$ cat src/sfrd_pkg.sv
// sfrd_pkg: shared constants and types for the register space decoder
package sfrd_pkg;
    // ******************************
    // address map
    // ******************************
    localparam logic [7:0] SFRD_SFR_BASE    = 8'h80;
    localparam logic [7:0] SFRD_ADDR_PORT0  = 8'h80;
    localparam logic [7:0] SFRD_ADDR_SP     = 8'h81;
    localparam logic [7:0] SFRD_ADDR_DATA_POINTER0_LOW   = 8'h82;
    localparam logic [7:0] SFRD_ADDR_DATA_POINTER0_HIGH   = 8'h83;
    localparam logic [7:0] SFRD_ADDR_PORT1  = 8'h90;
    localparam logic [7:0] SFRD_ADDR_SBUF   = 8'h99;
    localparam logic [7:0] SFRD_ADDR_PORT2  = 8'ha0;
    localparam logic [7:0] SFRD_ADDR_PORT3  = 8'hb0;
    localparam logic [7:0] SFRD_BIT_RAM_BASE = 8'h20;
    // ******************************
    // reset values
    // ******************************
    localparam logic [7:0] SFRD_SP_RESET    = 8'h07;
    localparam logic [7:0] SFRD_PORT_RESET  = 8'hff;
    localparam logic [7:0] SFRD_ZERO8       = 8'h00;
    localparam logic [15:0] SFRD_ZERO16     = 16'h0000;
    localparam logic [7:0] SFRD_ONE8        = 8'h01;
    localparam logic [15:0] SFRD_ONE16      = 16'h0001;
    localparam int         SFRD_RAM_DEPTH   = 128;
    localparam int         SFRD_NPORTS      = 4;
    // ******************************
    // bus operation codes
    // ******************************
    typedef enum logic [2:0] {
        SFRD_OP_NONE  = 3'h0,
        SFRD_OP_READ  = 3'h1,
        SFRD_OP_WRITE = 3'h2,
        SFRD_OP_BSET  = 3'h3,
        SFRD_OP_BCLR  = 3'h4
    } sfrd_op_t;
    typedef enum logic [2:0] {
        SFRD_SP_HOLD = 3'h0,
        SFRD_SP_PUSH = 3'h1,
        SFRD_SP_POP  = 3'h2,
        SFRD_SP_CALL = 3'h3,
        SFRD_SP_RET  = 3'h4
    } sfrd_spop_t;

    // 24 unassigned locations of the 128 in register space
    function automatic logic sfrd_assigned(input logic [7:0] a);
        logic [127:0] map;
        map = 128'hffc7_ffff_ffff_3d43_011f_ffef_ff3f_ffff;
        return map[a[6:0]];
    endfunction
endpackage

$ cat src/sfrd_bus_if.sv
// sfrd_bus_if: internal bit-level access bundle
`timescale 1ns/100ps
interface sfrd_bus_if;
    logic [7:0] bit_addr;
    logic       bit_rd;
    logic       bit_hit;
    logic [7:0] bit_byte_addr;
    logic [2:0] bit_index;
    modport decoder (input bit_addr, input bit_rd, output bit_hit,
                     output bit_byte_addr, output bit_index);
    modport user (output bit_addr, output bit_rd, input bit_hit,
                  input bit_byte_addr, input bit_index);
endinterface

$ cat src/sfrd_bit_decode.sv
// sfrd_bit_decode: bit address to byte address and bit index
`timescale 1ns/100ps
module sfrd_bit_decode
    import sfrd_pkg::*;
(
    sfrd_bus_if.decoder bus
);
    always_comb begin
        if (bus.bit_addr[7]) begin
            // register space: only addresses divisible by eight
            bus.bit_byte_addr = {bus.bit_addr[7:3], 3'h0};
        end else begin
            // ram bits: eight per byte, sixteen bytes from the base
            bus.bit_byte_addr = SFRD_BIT_RAM_BASE + 8'(bus.bit_addr[6:3]);
        end
        bus.bit_index = bus.bit_addr[2:0];
        bus.bit_hit   = bus.bit_rd;
    end
endmodule // sfrd_bit_decode

$ cat src/sfrd_space_decoder.sv
// sfrd_space_decoder: direct address space, core registers and ports
// ******************************
// Behaviour
// - direct addresses 00-7F go to internal RAM, 80-FF to registers
// - 24 register-space addresses hold no register
// - unassigned addresses read zero, writes ignored
// - registers at multiples of eight accept bit set and clear
// - other registers are not bit reachable
// - bit 0 is least significant, bit 7 most
// - a write to 99h loads the serial buffer
// - port 0 latch bits drive matching pins high or low
// - external memory mode takes ports 0 and 2 for addressing
// - stack pointer shows top byte; push writes at pointer plus one
// - every stack-altering operation updates the stack pointer
// - stack pointer resets to 07h, first push lands at 08h
// - data pointer 0 low and high form one 16-bit pointer
// - four 8-bit port registers give 32 lines, read back pins
// ******************************
`timescale 1ns/100ps
module sfrd_space_decoder
    import sfrd_pkg::*;
(
    input  wire logic       sys_clk,
    input  wire logic       reset,
    input  wire sfrd_op_t   op,
    input  wire logic [7:0] addr,
    input  wire logic [7:0] wdata,
    input  wire sfrd_spop_t sp_op,
    input  wire logic [7:0] sp_data,
    input  wire logic       dptr_inc,
    input  wire logic       ext_mem_mode,
    input  wire logic [15:0] ext_addr,
    input  wire logic [31:0] port_pin_in,
    output logic [7:0]      rdata,
    output logic            rbit,
    output logic            rvalid,
    output logic [31:0]     port_pin_out,
    output logic [7:0]      stack_addr,
    output logic [7:0]      stack_wdata,
    output logic            stack_we,
    output logic [15:0]     data_pointer0,
    output logic [7:0]      serial_buffer_primary,
    output logic            serial_load
);
    // ******************************
    // state
    // ******************************
    logic [7:0]  ram_mem [SFRD_RAM_DEPTH];
    logic [7:0]  port_latch_reg [SFRD_NPORTS];
    logic [7:0]  port_latch_next [SFRD_NPORTS];
    logic [7:0]  stack_pointer_reg, stack_pointer_next;
    logic [15:0] dptr_reg, dptr_next;
    logic [7:0]  sbuf_reg, sbuf_next;
    logic        sload_reg, sload_next;
    logic [7:0]  rdata_reg, rdata_next;
    logic        rbit_reg, rbit_next;
    logic        rvalid_reg, rvalid_next;
    logic [7:0]  saddr_reg, saddr_next;
    logic [7:0]  swd_reg, swd_next;
    logic        swe_reg, swe_next;
    logic [31:0] pin_out_reg, pin_out_next;
    logic [31:0] pin_s1_reg, pin_s2_reg;
    logic        ext_s1_reg, ext_s2_reg;

    logic        is_bitop, ram_we;
    logic [7:0]  byte_addr, ram_wval, cur, newval, bit_src;
    logic [2:0]  bidx;

    sfrd_bus_if bbus();
    assign bbus.bit_addr = addr;
    assign bbus.bit_rd   = is_bitop;
    assign is_bitop      = (op == SFRD_OP_BSET) || (op == SFRD_OP_BCLR);
    sfrd_bit_decode sfrd_bit_decode_i (.bus(bbus));

    function automatic int port_index(input logic [7:0] a);
        unique case (a)
            SFRD_ADDR_PORT0: return 0;
            SFRD_ADDR_PORT1: return 1;
            SFRD_ADDR_PORT2: return 2;
            SFRD_ADDR_PORT3: return 3;
            default:         return -1;
        endcase
    endfunction

    // pins enter through two flops before any logic reads them
    always_ff @(posedge sys_clk) begin
        pin_s1_reg   <= port_pin_in;
        pin_s2_reg   <= pin_s1_reg;
        ext_s1_reg   <= ext_mem_mode;
        ext_s2_reg   <= ext_s1_reg;
    end

    // current byte at the target address
    function automatic logic [7:0] read_byte(input logic [7:0] a);
        logic [7:0] v;
        v = SFRD_ZERO8;
        if (!a[7]) begin
            v = ram_mem[a[6:0]];
        end else if (!sfrd_assigned(a)) begin
            v = SFRD_ZERO8;
        end else if (port_index(a) >= 0) begin
            v = pin_s2_reg[port_index(a)*8 +: 8];
        end else begin
            unique case (a)
                SFRD_ADDR_SP:   v = stack_pointer_reg;
                SFRD_ADDR_DATA_POINTER0_LOW: v = dptr_reg[7:0];
                SFRD_ADDR_DATA_POINTER0_HIGH: v = dptr_reg[15:8];
                SFRD_ADDR_SBUF: v = sbuf_reg;
                default:        v = SFRD_ZERO8;
            endcase
        end
        return v;
    endfunction

    // ******************************
    // next-state logic
    // ******************************
    always_comb begin
        byte_addr = bbus.bit_hit ? bbus.bit_byte_addr : addr;
        bidx      = bbus.bit_index;
        bit_src   = read_byte(bbus.bit_byte_addr);
        cur       = read_byte(byte_addr);
        if (byte_addr[7] && port_index(byte_addr) >= 0) begin
            // bit ops on ports modify the latch, not the pin value
            cur = port_latch_reg[port_index(byte_addr)];
        end
        newval = cur;
        if (op == SFRD_OP_BSET) begin
            newval[bidx] = 1'b1;
        end else if (op == SFRD_OP_BCLR) begin
            newval[bidx] = 1'b0;
        end else begin
            newval = wdata;
        end
        for (int i = 0; i < SFRD_NPORTS; i++) begin
            port_latch_next[i] = port_latch_reg[i];
        end
        stack_pointer_next = stack_pointer_reg;
        dptr_next          = dptr_reg;
        sbuf_next          = sbuf_reg;
        sload_next         = 1'b0;
        ram_we             = 1'b0;
        ram_wval           = newval;
        swe_next           = 1'b0;
        saddr_next         = saddr_reg;
        swd_next           = swd_reg;
        rvalid_next        = (op == SFRD_OP_READ);
        rdata_next         = rdata_reg;
        rbit_next          = rbit_reg;
        if (op == SFRD_OP_READ) begin
            rdata_next = read_byte(addr);
            rbit_next  = bit_src[bidx];
        end
        if (op == SFRD_OP_WRITE || is_bitop) begin
            if (!byte_addr[7]) begin
                ram_we = 1'b1;
            end else if (sfrd_assigned(byte_addr)) begin
                if (port_index(byte_addr) >= 0) begin
                    port_latch_next[port_index(byte_addr)] = newval;
                end else begin
                    unique case (byte_addr)
                        SFRD_ADDR_SP:   stack_pointer_next = newval;
                        SFRD_ADDR_DATA_POINTER0_LOW: dptr_next[7:0]     = newval;
                        SFRD_ADDR_DATA_POINTER0_HIGH: dptr_next[15:8]    = newval;
                        SFRD_ADDR_SBUF: begin
                            sbuf_next  = newval;
                            sload_next = 1'b1;
                        end
                        default: ;
                    endcase
                end
            end
        end
        if (dptr_inc) begin
            dptr_next = dptr_reg + SFRD_ONE16;
        end
        // stack operations from the core
        unique case (sp_op)
            SFRD_SP_PUSH, SFRD_SP_CALL: begin
                stack_pointer_next = stack_pointer_reg + SFRD_ONE8;
                saddr_next         = stack_pointer_reg + SFRD_ONE8;
                swd_next           = sp_data;
                swe_next           = 1'b1;
            end
            SFRD_SP_POP, SFRD_SP_RET: begin
                stack_pointer_next = stack_pointer_reg - SFRD_ONE8;
            end
            default: ;
        endcase
        // external memory mode: ports 0 and 2 carry the address
        for (int i = 0; i < SFRD_NPORTS; i++) begin
            pin_out_next[i*8 +: 8] = port_latch_next[i];
        end
        // address word comes from the core on this clock: no synchroniser
        if (ext_s2_reg) begin
            pin_out_next[7:0]   = ext_addr[7:0];
            pin_out_next[23:16] = ext_addr[15:8];
        end
    end

    // ******************************
    // registers
    // ******************************
    always_ff @(posedge sys_clk) begin
        if (reset) begin
            for (int i = 0; i < SFRD_NPORTS; i++) begin
                port_latch_reg[i] <= SFRD_PORT_RESET;
            end
            stack_pointer_reg <= SFRD_SP_RESET;
            dptr_reg          <= SFRD_ZERO16;
            sbuf_reg          <= SFRD_ZERO8;
            sload_reg         <= 1'b0;
            rdata_reg         <= SFRD_ZERO8;
            rbit_reg          <= 1'b0;
            rvalid_reg        <= 1'b0;
            saddr_reg         <= SFRD_ZERO8;
            swd_reg           <= SFRD_ZERO8;
            swe_reg           <= 1'b0;
            pin_out_reg       <= {SFRD_NPORTS{SFRD_PORT_RESET}};
        end else begin
            port_latch_reg    <= port_latch_next;
            stack_pointer_reg <= stack_pointer_next;
            dptr_reg          <= dptr_next;
            sbuf_reg          <= sbuf_next;
            sload_reg         <= sload_next;
            rdata_reg         <= rdata_next;
            rbit_reg          <= rbit_next;
            rvalid_reg        <= rvalid_next;
            saddr_reg         <= saddr_next;
            swd_reg           <= swd_next;
            swe_reg           <= swe_next;
            pin_out_reg       <= pin_out_next;
        end
    end

    always_ff @(posedge sys_clk) begin
        if (ram_we) begin
            ram_mem[byte_addr[6:0]] <= ram_wval;
        end
        if (swe_next && !saddr_next[7]) begin
            ram_mem[saddr_next[6:0]] <= swd_next;
        end
    end

    assign rdata                 = rdata_reg;
    assign rbit                  = rbit_reg;
    assign rvalid                = rvalid_reg;
    assign port_pin_out          = pin_out_reg;
    assign stack_addr            = saddr_reg;
    assign stack_wdata           = swd_reg;
    assign stack_we              = swe_reg;
    assign data_pointer0         = dptr_reg;
    assign serial_buffer_primary = sbuf_reg;
    assign serial_load           = sload_reg;

    // ******************************
    // checks
    // ******************************
    property p_sp_reset;
        @(posedge sys_clk) $fell(reset) |-> stack_pointer_reg == SFRD_SP_RESET;
    endproperty
    a_sp_reset: assert property (p_sp_reset) else $error("sp not 07 after reset");

    property p_push;
        @(posedge sys_clk) disable iff (reset)
        sp_op == SFRD_SP_PUSH && op == SFRD_OP_NONE
        |=> stack_addr == $past(stack_pointer_reg) + SFRD_ONE8 && stack_we;
    endproperty
    a_push: assert property (p_push) else $error("push address wrong");

    property p_pop;
        @(posedge sys_clk) disable iff (reset)
        sp_op == SFRD_SP_POP && op == SFRD_OP_NONE
        |=> stack_pointer_reg == $past(stack_pointer_reg) - SFRD_ONE8;
    endproperty
    a_pop: assert property (p_pop) else $error("pop did not move sp");

    property p_unassigned;
        @(posedge sys_clk) disable iff (reset)
        op == SFRD_OP_READ && addr[7] && !sfrd_assigned(addr) |=> rdata == SFRD_ZERO8;
    endproperty
    a_unassigned: assert property (p_unassigned) else $error("unassigned read not zero");

    property p_sbuf;
        @(posedge sys_clk) disable iff (reset)
        op == SFRD_OP_WRITE && addr == SFRD_ADDR_SBUF
        |=> serial_load && serial_buffer_primary == $past(wdata);
    endproperty
    a_sbuf: assert property (p_sbuf) else $error("serial buffer not loaded");

    property p_port0;
        @(posedge sys_clk) disable iff (reset)
        op == SFRD_OP_WRITE && addr == SFRD_ADDR_PORT0 && !ext_s2_reg
        |=> ##1 (ext_s2_reg || port_pin_out[7:0] == $past(wdata, 2));
    endproperty
    a_port0: assert property (p_port0) else $error("port 0 pins not driven");

    property p_dptr;
        @(posedge sys_clk) disable iff (reset)
        dptr_inc && op == SFRD_OP_NONE |=> data_pointer0 == $past(dptr_reg) + SFRD_ONE16;
    endproperty
    a_dptr: assert property (p_dptr) else $error("data pointer not 16-bit");

    property p_sp_rw;
        @(posedge sys_clk) disable iff (reset)
        op == SFRD_OP_WRITE && addr == SFRD_ADDR_SP && sp_op == SFRD_SP_HOLD
        ##1 op == SFRD_OP_READ && addr == SFRD_ADDR_SP |=> rdata == $past(wdata, 2);
    endproperty
    a_sp_rw: assert property (p_sp_rw) else $error("write not seen by read");
endmodule // sfrd_space_decoder

$ cat config.mk
export PLATFORM = sky130hd
export DESIGN_NAME = sfrd_space_decoder
export DESIGN_NICKNAME = d
export VERILOG_FILES = /design/src/sfrd_pkg.sv /design/src/sfrd_bus_if.sv /design/src/sfrd_bit_decode.sv /design/src/sfrd_space_decoder.sv
export SDC_FILE = /design/constraint.sdc
export NUM_CORES = 2
export LEC_CHECK = 0
export BUFFER_PORTS_ARGS = -buffer_cell sky130_fd_sc_hd__buf_2
export CORE_ASPECT_RATIO = 1.75
export CORE_MARGIN = 8
export CORE_UTILIZATION = 50
export CTS_CLUSTER_DIAMETER = 200
export DETAILED_ROUTE_END_ITERATION = 6
export PLACE_DENSITY = 0.66
export SYNTH_ARGS = -nofsm -noshare
export SYNTH_HDL_FRONTEND = slang
export SYNTH_SLANG_ARGS = --single-unit
$ cat constraint.sdc
create_clock -name sys_clk -period 6.49 [get_ports sys_clk]
set_clock_uncertainty 0.1 [all_clocks]
set_input_delay 1.298 -clock sys_clk [delete_from_list [all_inputs] [get_ports sys_clk]]
set_output_delay 1.298 -clock sys_clk [all_outputs]
set_load 0.005 [all_outputs]
==> results.md <==
| Parameter | Reported | Unit |
| --- | --- | --- |
| Outcome | finished, violations left | - |
| Violations in the final reports | design-rule violations | - |
| Final core utilization | 56.5 | % |
| Number of endpoints with negative hold slack in the final report | 0 | - |
| Number of flip-flops in the largest register | 1,024 | - |
| Final-report setup violation count | 0 | - |
| Final Slew Violations | 0 | - |
| Wire length of the first global-routing pass | 415,000 | µm |
| Via count of the first global-routing pass | 55,500 | - |
| Area overhead of the layout relative to synthesis | 12.2 | % |
| Syn nets | 6,355 | - |
| Gpl congestion | 1.06 | - |
| R2R depth | 11 | - |
| Ratio of total power to cell area | 249 | nW/µm² |
| CTS Root Cell | sky130_fd_sc_hd__clkbuf_16 | - |
| Share of flip-flops with an asynchronous set or reset after synthesis | 0 | % |
| Commonest cells in the synthesized netlist | sky130_fd_sc_hd__edfxtp_1 (1,024), sky130_fd_sc_hd__nor2_1 (908), sky130_fd_sc_hd__a21oi_1 (902) | - |
| Number of gates given a new drive strength after cts | 0 | - |
| Detailed placer's ending HPWL | 199,000 | µm |
| Number of clock buffers inserted by TritonCTS | 110 | - |
| Placed Instance Area | 72,200 | µm² |
| Final worst path period share | 91.9 | % |
| Layout cells sized above 1 | 19.4 | % |
| Global Route Usage Sum | 39.1 | % |
| Maximum number of pins on one net before global-route repair | 136 | - |
| Cell type with the largest total area after synthesis | sky130_fd_sc_hd__edfxtp_1 | - |
| Port bufs | 165 | - |
| Average vias per placed instance | 7.11 | - |
| CP Launch Type | input port | - |
| Clock H-tree levels | 3 | - |
| DRC marker count from the first detailed-route iteration | 9,164 | - |
| Worst min-delay path class | flop to flop | - |
| Type of the setup path with the least slack | input port to flop | - |
| Gate Count Post-Synth | 6,270 | - |
| Highest net fanout along the worst path | 53 | - |
| Antenna violations before repair | 29 | - |
| Final worst path period need | 5.96 | ns |
| Overflow left after global routing | 0 | - |
| Yosys Warn Count | 0 | - |
| Number of enable-type register cells in the synthesized netlist | 1,024 | - |
| Total wirelength of the detailed-routed design | 295,000 | µm |
| Clock tree from TritonCTS | done | - |
| Non-filler cells in the finished layout | 8,238 | - |
| Top-level I/O count | 166 | - |
| Share of the yosys chip area belonging to registers | 50.6 | % |
| Peak supply drop | 215 | µV |
| Portion of synthesized cell area occupied by the leading cell type | 45.5 | % |
| Unrepaired setup endpoints after global routing | false | - |
| Maximum Capacitance Violations | 0 | - |
| WP data arrival | 6.50 | ns |
| Average footprint of a synthesized cell | 10.8 | µm² |
| Leakage | 29.3 | nW |
| DIE HEIGHT | 503 | µm |
| Final routed DRC violation total | 6 | - |
| Site row count | 178 | - |
| Starting utilization of the core area | 50.4 | % |
| Sinks on the clock net | 1,198 | - |
| Iteration count of the initial detailed-routing pass | 7 | - |
| Width of the chip | 294 | µm |
| Top cells by area, synth | sky130_fd_sc_hd__edfxtp_1 (45%), sky130_fd_sc_hd__mux4_2 (13%), sky130_fd_sc_hd__a21oi_1 (6.7%) | - |
| DR WL/cell | 35.8 | µm |
| Required arrival time at the worst endpoint | 7.03 | ns |
| Worst Setup End Kind | flop | - |
| Leading cell type by number of instances after synthesis | sky130_fd_sc_hd__edfxtp_1 | - |
| Number of library cell types mapped by synthesis | 89 | - |
| Fin area | 75,900 | µm² |
| Number of fillers in the final layout | 11,300 | - |
| Pin slew with the least headroom to its limit | 1.46 | ns |
| Hold-critical path depth | 0 | - |
| Antenna-violating nets left | 0 | - |
| CTS Hold Buffers Added | 0 | - |
| Synth Cell Area | 67,600 | µm² |
| Aggregate negative setup slack | 0 | ns |
| Number of placed cells counting well taps | 7,996 | - |
| Total number of vias | 58,600 | - |
| Primary FF master, synth | sky130_fd_sc_hd__edfxtp_1 | - |
| Total Nets Final | 6,393 | - |
| Clock transition time at the flip-flop clock pins of the worst setup and hold paths | 0.07 | ns |
| Maximum clock path buffer count | 3 | - |
| Total Die Area | 148,000 | µm² |
| Achievable Freq | 168 | MHz |
| Register bit total from synthesis | 1,198 | - |
| Count of buffers added by post-CTS timing repair for setup | 0 | - |
| Worst rel slew slack | 2.43 | % |
| Clock network latency to the later pin of the worst-skew pair | 0.78 | ns |
| Placeable core region | 134,000 | µm² |
==> where the power goes <==
| group | internal, mW | switching (mW) |
|---|---|---|
| registers | 8.59 | 0.0443 |
| logic | 1.12 | 2.42 |
| clock network | 3.59 | 3.11 |
==> cell type report <==
class | instances | area, µm² | share of cell area, %
sequential | 1198 | 34200 | 45.1
multi-input combinational | 4359 | 30700 | 40.4
timing repair buffer | 627 | 4980 | 6.57
clock buffer | 143 | 3090 | 4.07
tap | 1800 | 2250 | 2.97
clock inverter | 60 | 493 | 0.650
antenna | 39 | 97.6 | 0.129
inverter | 12 | 50.0 | 0.0660
==> path summary, 6_finish.rpt <==
path | to | slack (ns) | start
max | stack_pointer_reg[6]$_SDFFE_PP0P_ | 0.53 | op[2]
max reg2reg | ram_mem[61][7]$_DFFE_PP_ | 1.31 | stack_pointer_reg[1]$_SDFFE_PP1P_
min | pin_s2_reg[21]$_DFF_P_ | 0.23 | pin_s1_reg[21]$_DFF_P_
min reg2reg | pin_s2_reg[21]$_DFF_P_ | 0.23 | pin_s1_reg[21]$_DFF_P_
==> worst max-delay path, stage by stage <==
cell	delay, ns
sky130_fd_sc_hd__buf_2	0.19
sky130_fd_sc_hd__nor3b_4	0.67
sky130_fd_sc_hd__nor3_2	0.27
sky130_fd_sc_hd__nor2_4	0.44
sky130_fd_sc_hd__buf_12	0.31
sky130_fd_sc_hd__nand2_1	0.51
sky130_fd_sc_hd__nor3_1	0.95
sky130_fd_sc_hd__a211oi_1	0.43
sky130_fd_sc_hd__a21oi_1	0.64
sky130_fd_sc_hd__o21ai_4	0.17
sky130_fd_sc_hd__buf_12	0.22
sky130_fd_sc_hd__a21oi_1	0.33
==> layout by cell type, fill, tap and decap left out, drive strengths merged, types with 37 or more instances in the layout <==
cell type / count
a211oi: 133
a21oi: 903
a22oi: 54
a311oi: 37
a31oi: 70
and3: 123
buf: 627
clkbuf: 143
clkinv: 44
dfxtp: 174
diode: 39
edfxtp: 1024
mux2i: 387
mux4: 377
nand2: 648
nand3: 124
nor2: 909
nor3: 39
o21ai: 227
==> per-layer routing <==
layer / global-route usage (%) / vias to the layer above / part of all wire, %
li1: - / 23700 / -
met1: 41.9 / 28400 / 30
met2: 61.7 / 5021 / 46
met3: 11.1 / 1529 / 12
met4: 37.3 / 10 / 12
met5: 0 / - / 0.017
==> cell families (layout without fill, tap and decap cells) <==
kind of cell | after synthesis | count (layout) | synth area share, %
flip-flops | 1198 | 1198 | 50.6
buffers and inverters | 713 | 842 | 4.44
adder cells (fa/ha/maj) | 3 | 3 | 0.0555
AO/OA/AOI/OAI | 1611 | 1611 | 14.0
other | 0 | 39 | 0
multiplexers | 779 | 779 | 18.5
AND/OR/NAND/NOR | 1956 | 1956 | 12.2
XOR/XNOR | 10 | 10 | 0.129
==> stage by stage <==
stage / setup WS (ns) / total power [mW] / hold WS (ns)
final: 0.527 / 18.9 / 0.228
after global routing: 0.557 / 19.2 / 0.234
after floorplan: 1.78 / 10.7 / 0.210
after global placement: 0.318 / 12.1 / 0.212
after detailed placement: 0.282 / 12.1 / 0.213
after CTS: 1.04 / 18.7 / 0.229
Power figures use the tool's default switching activity.
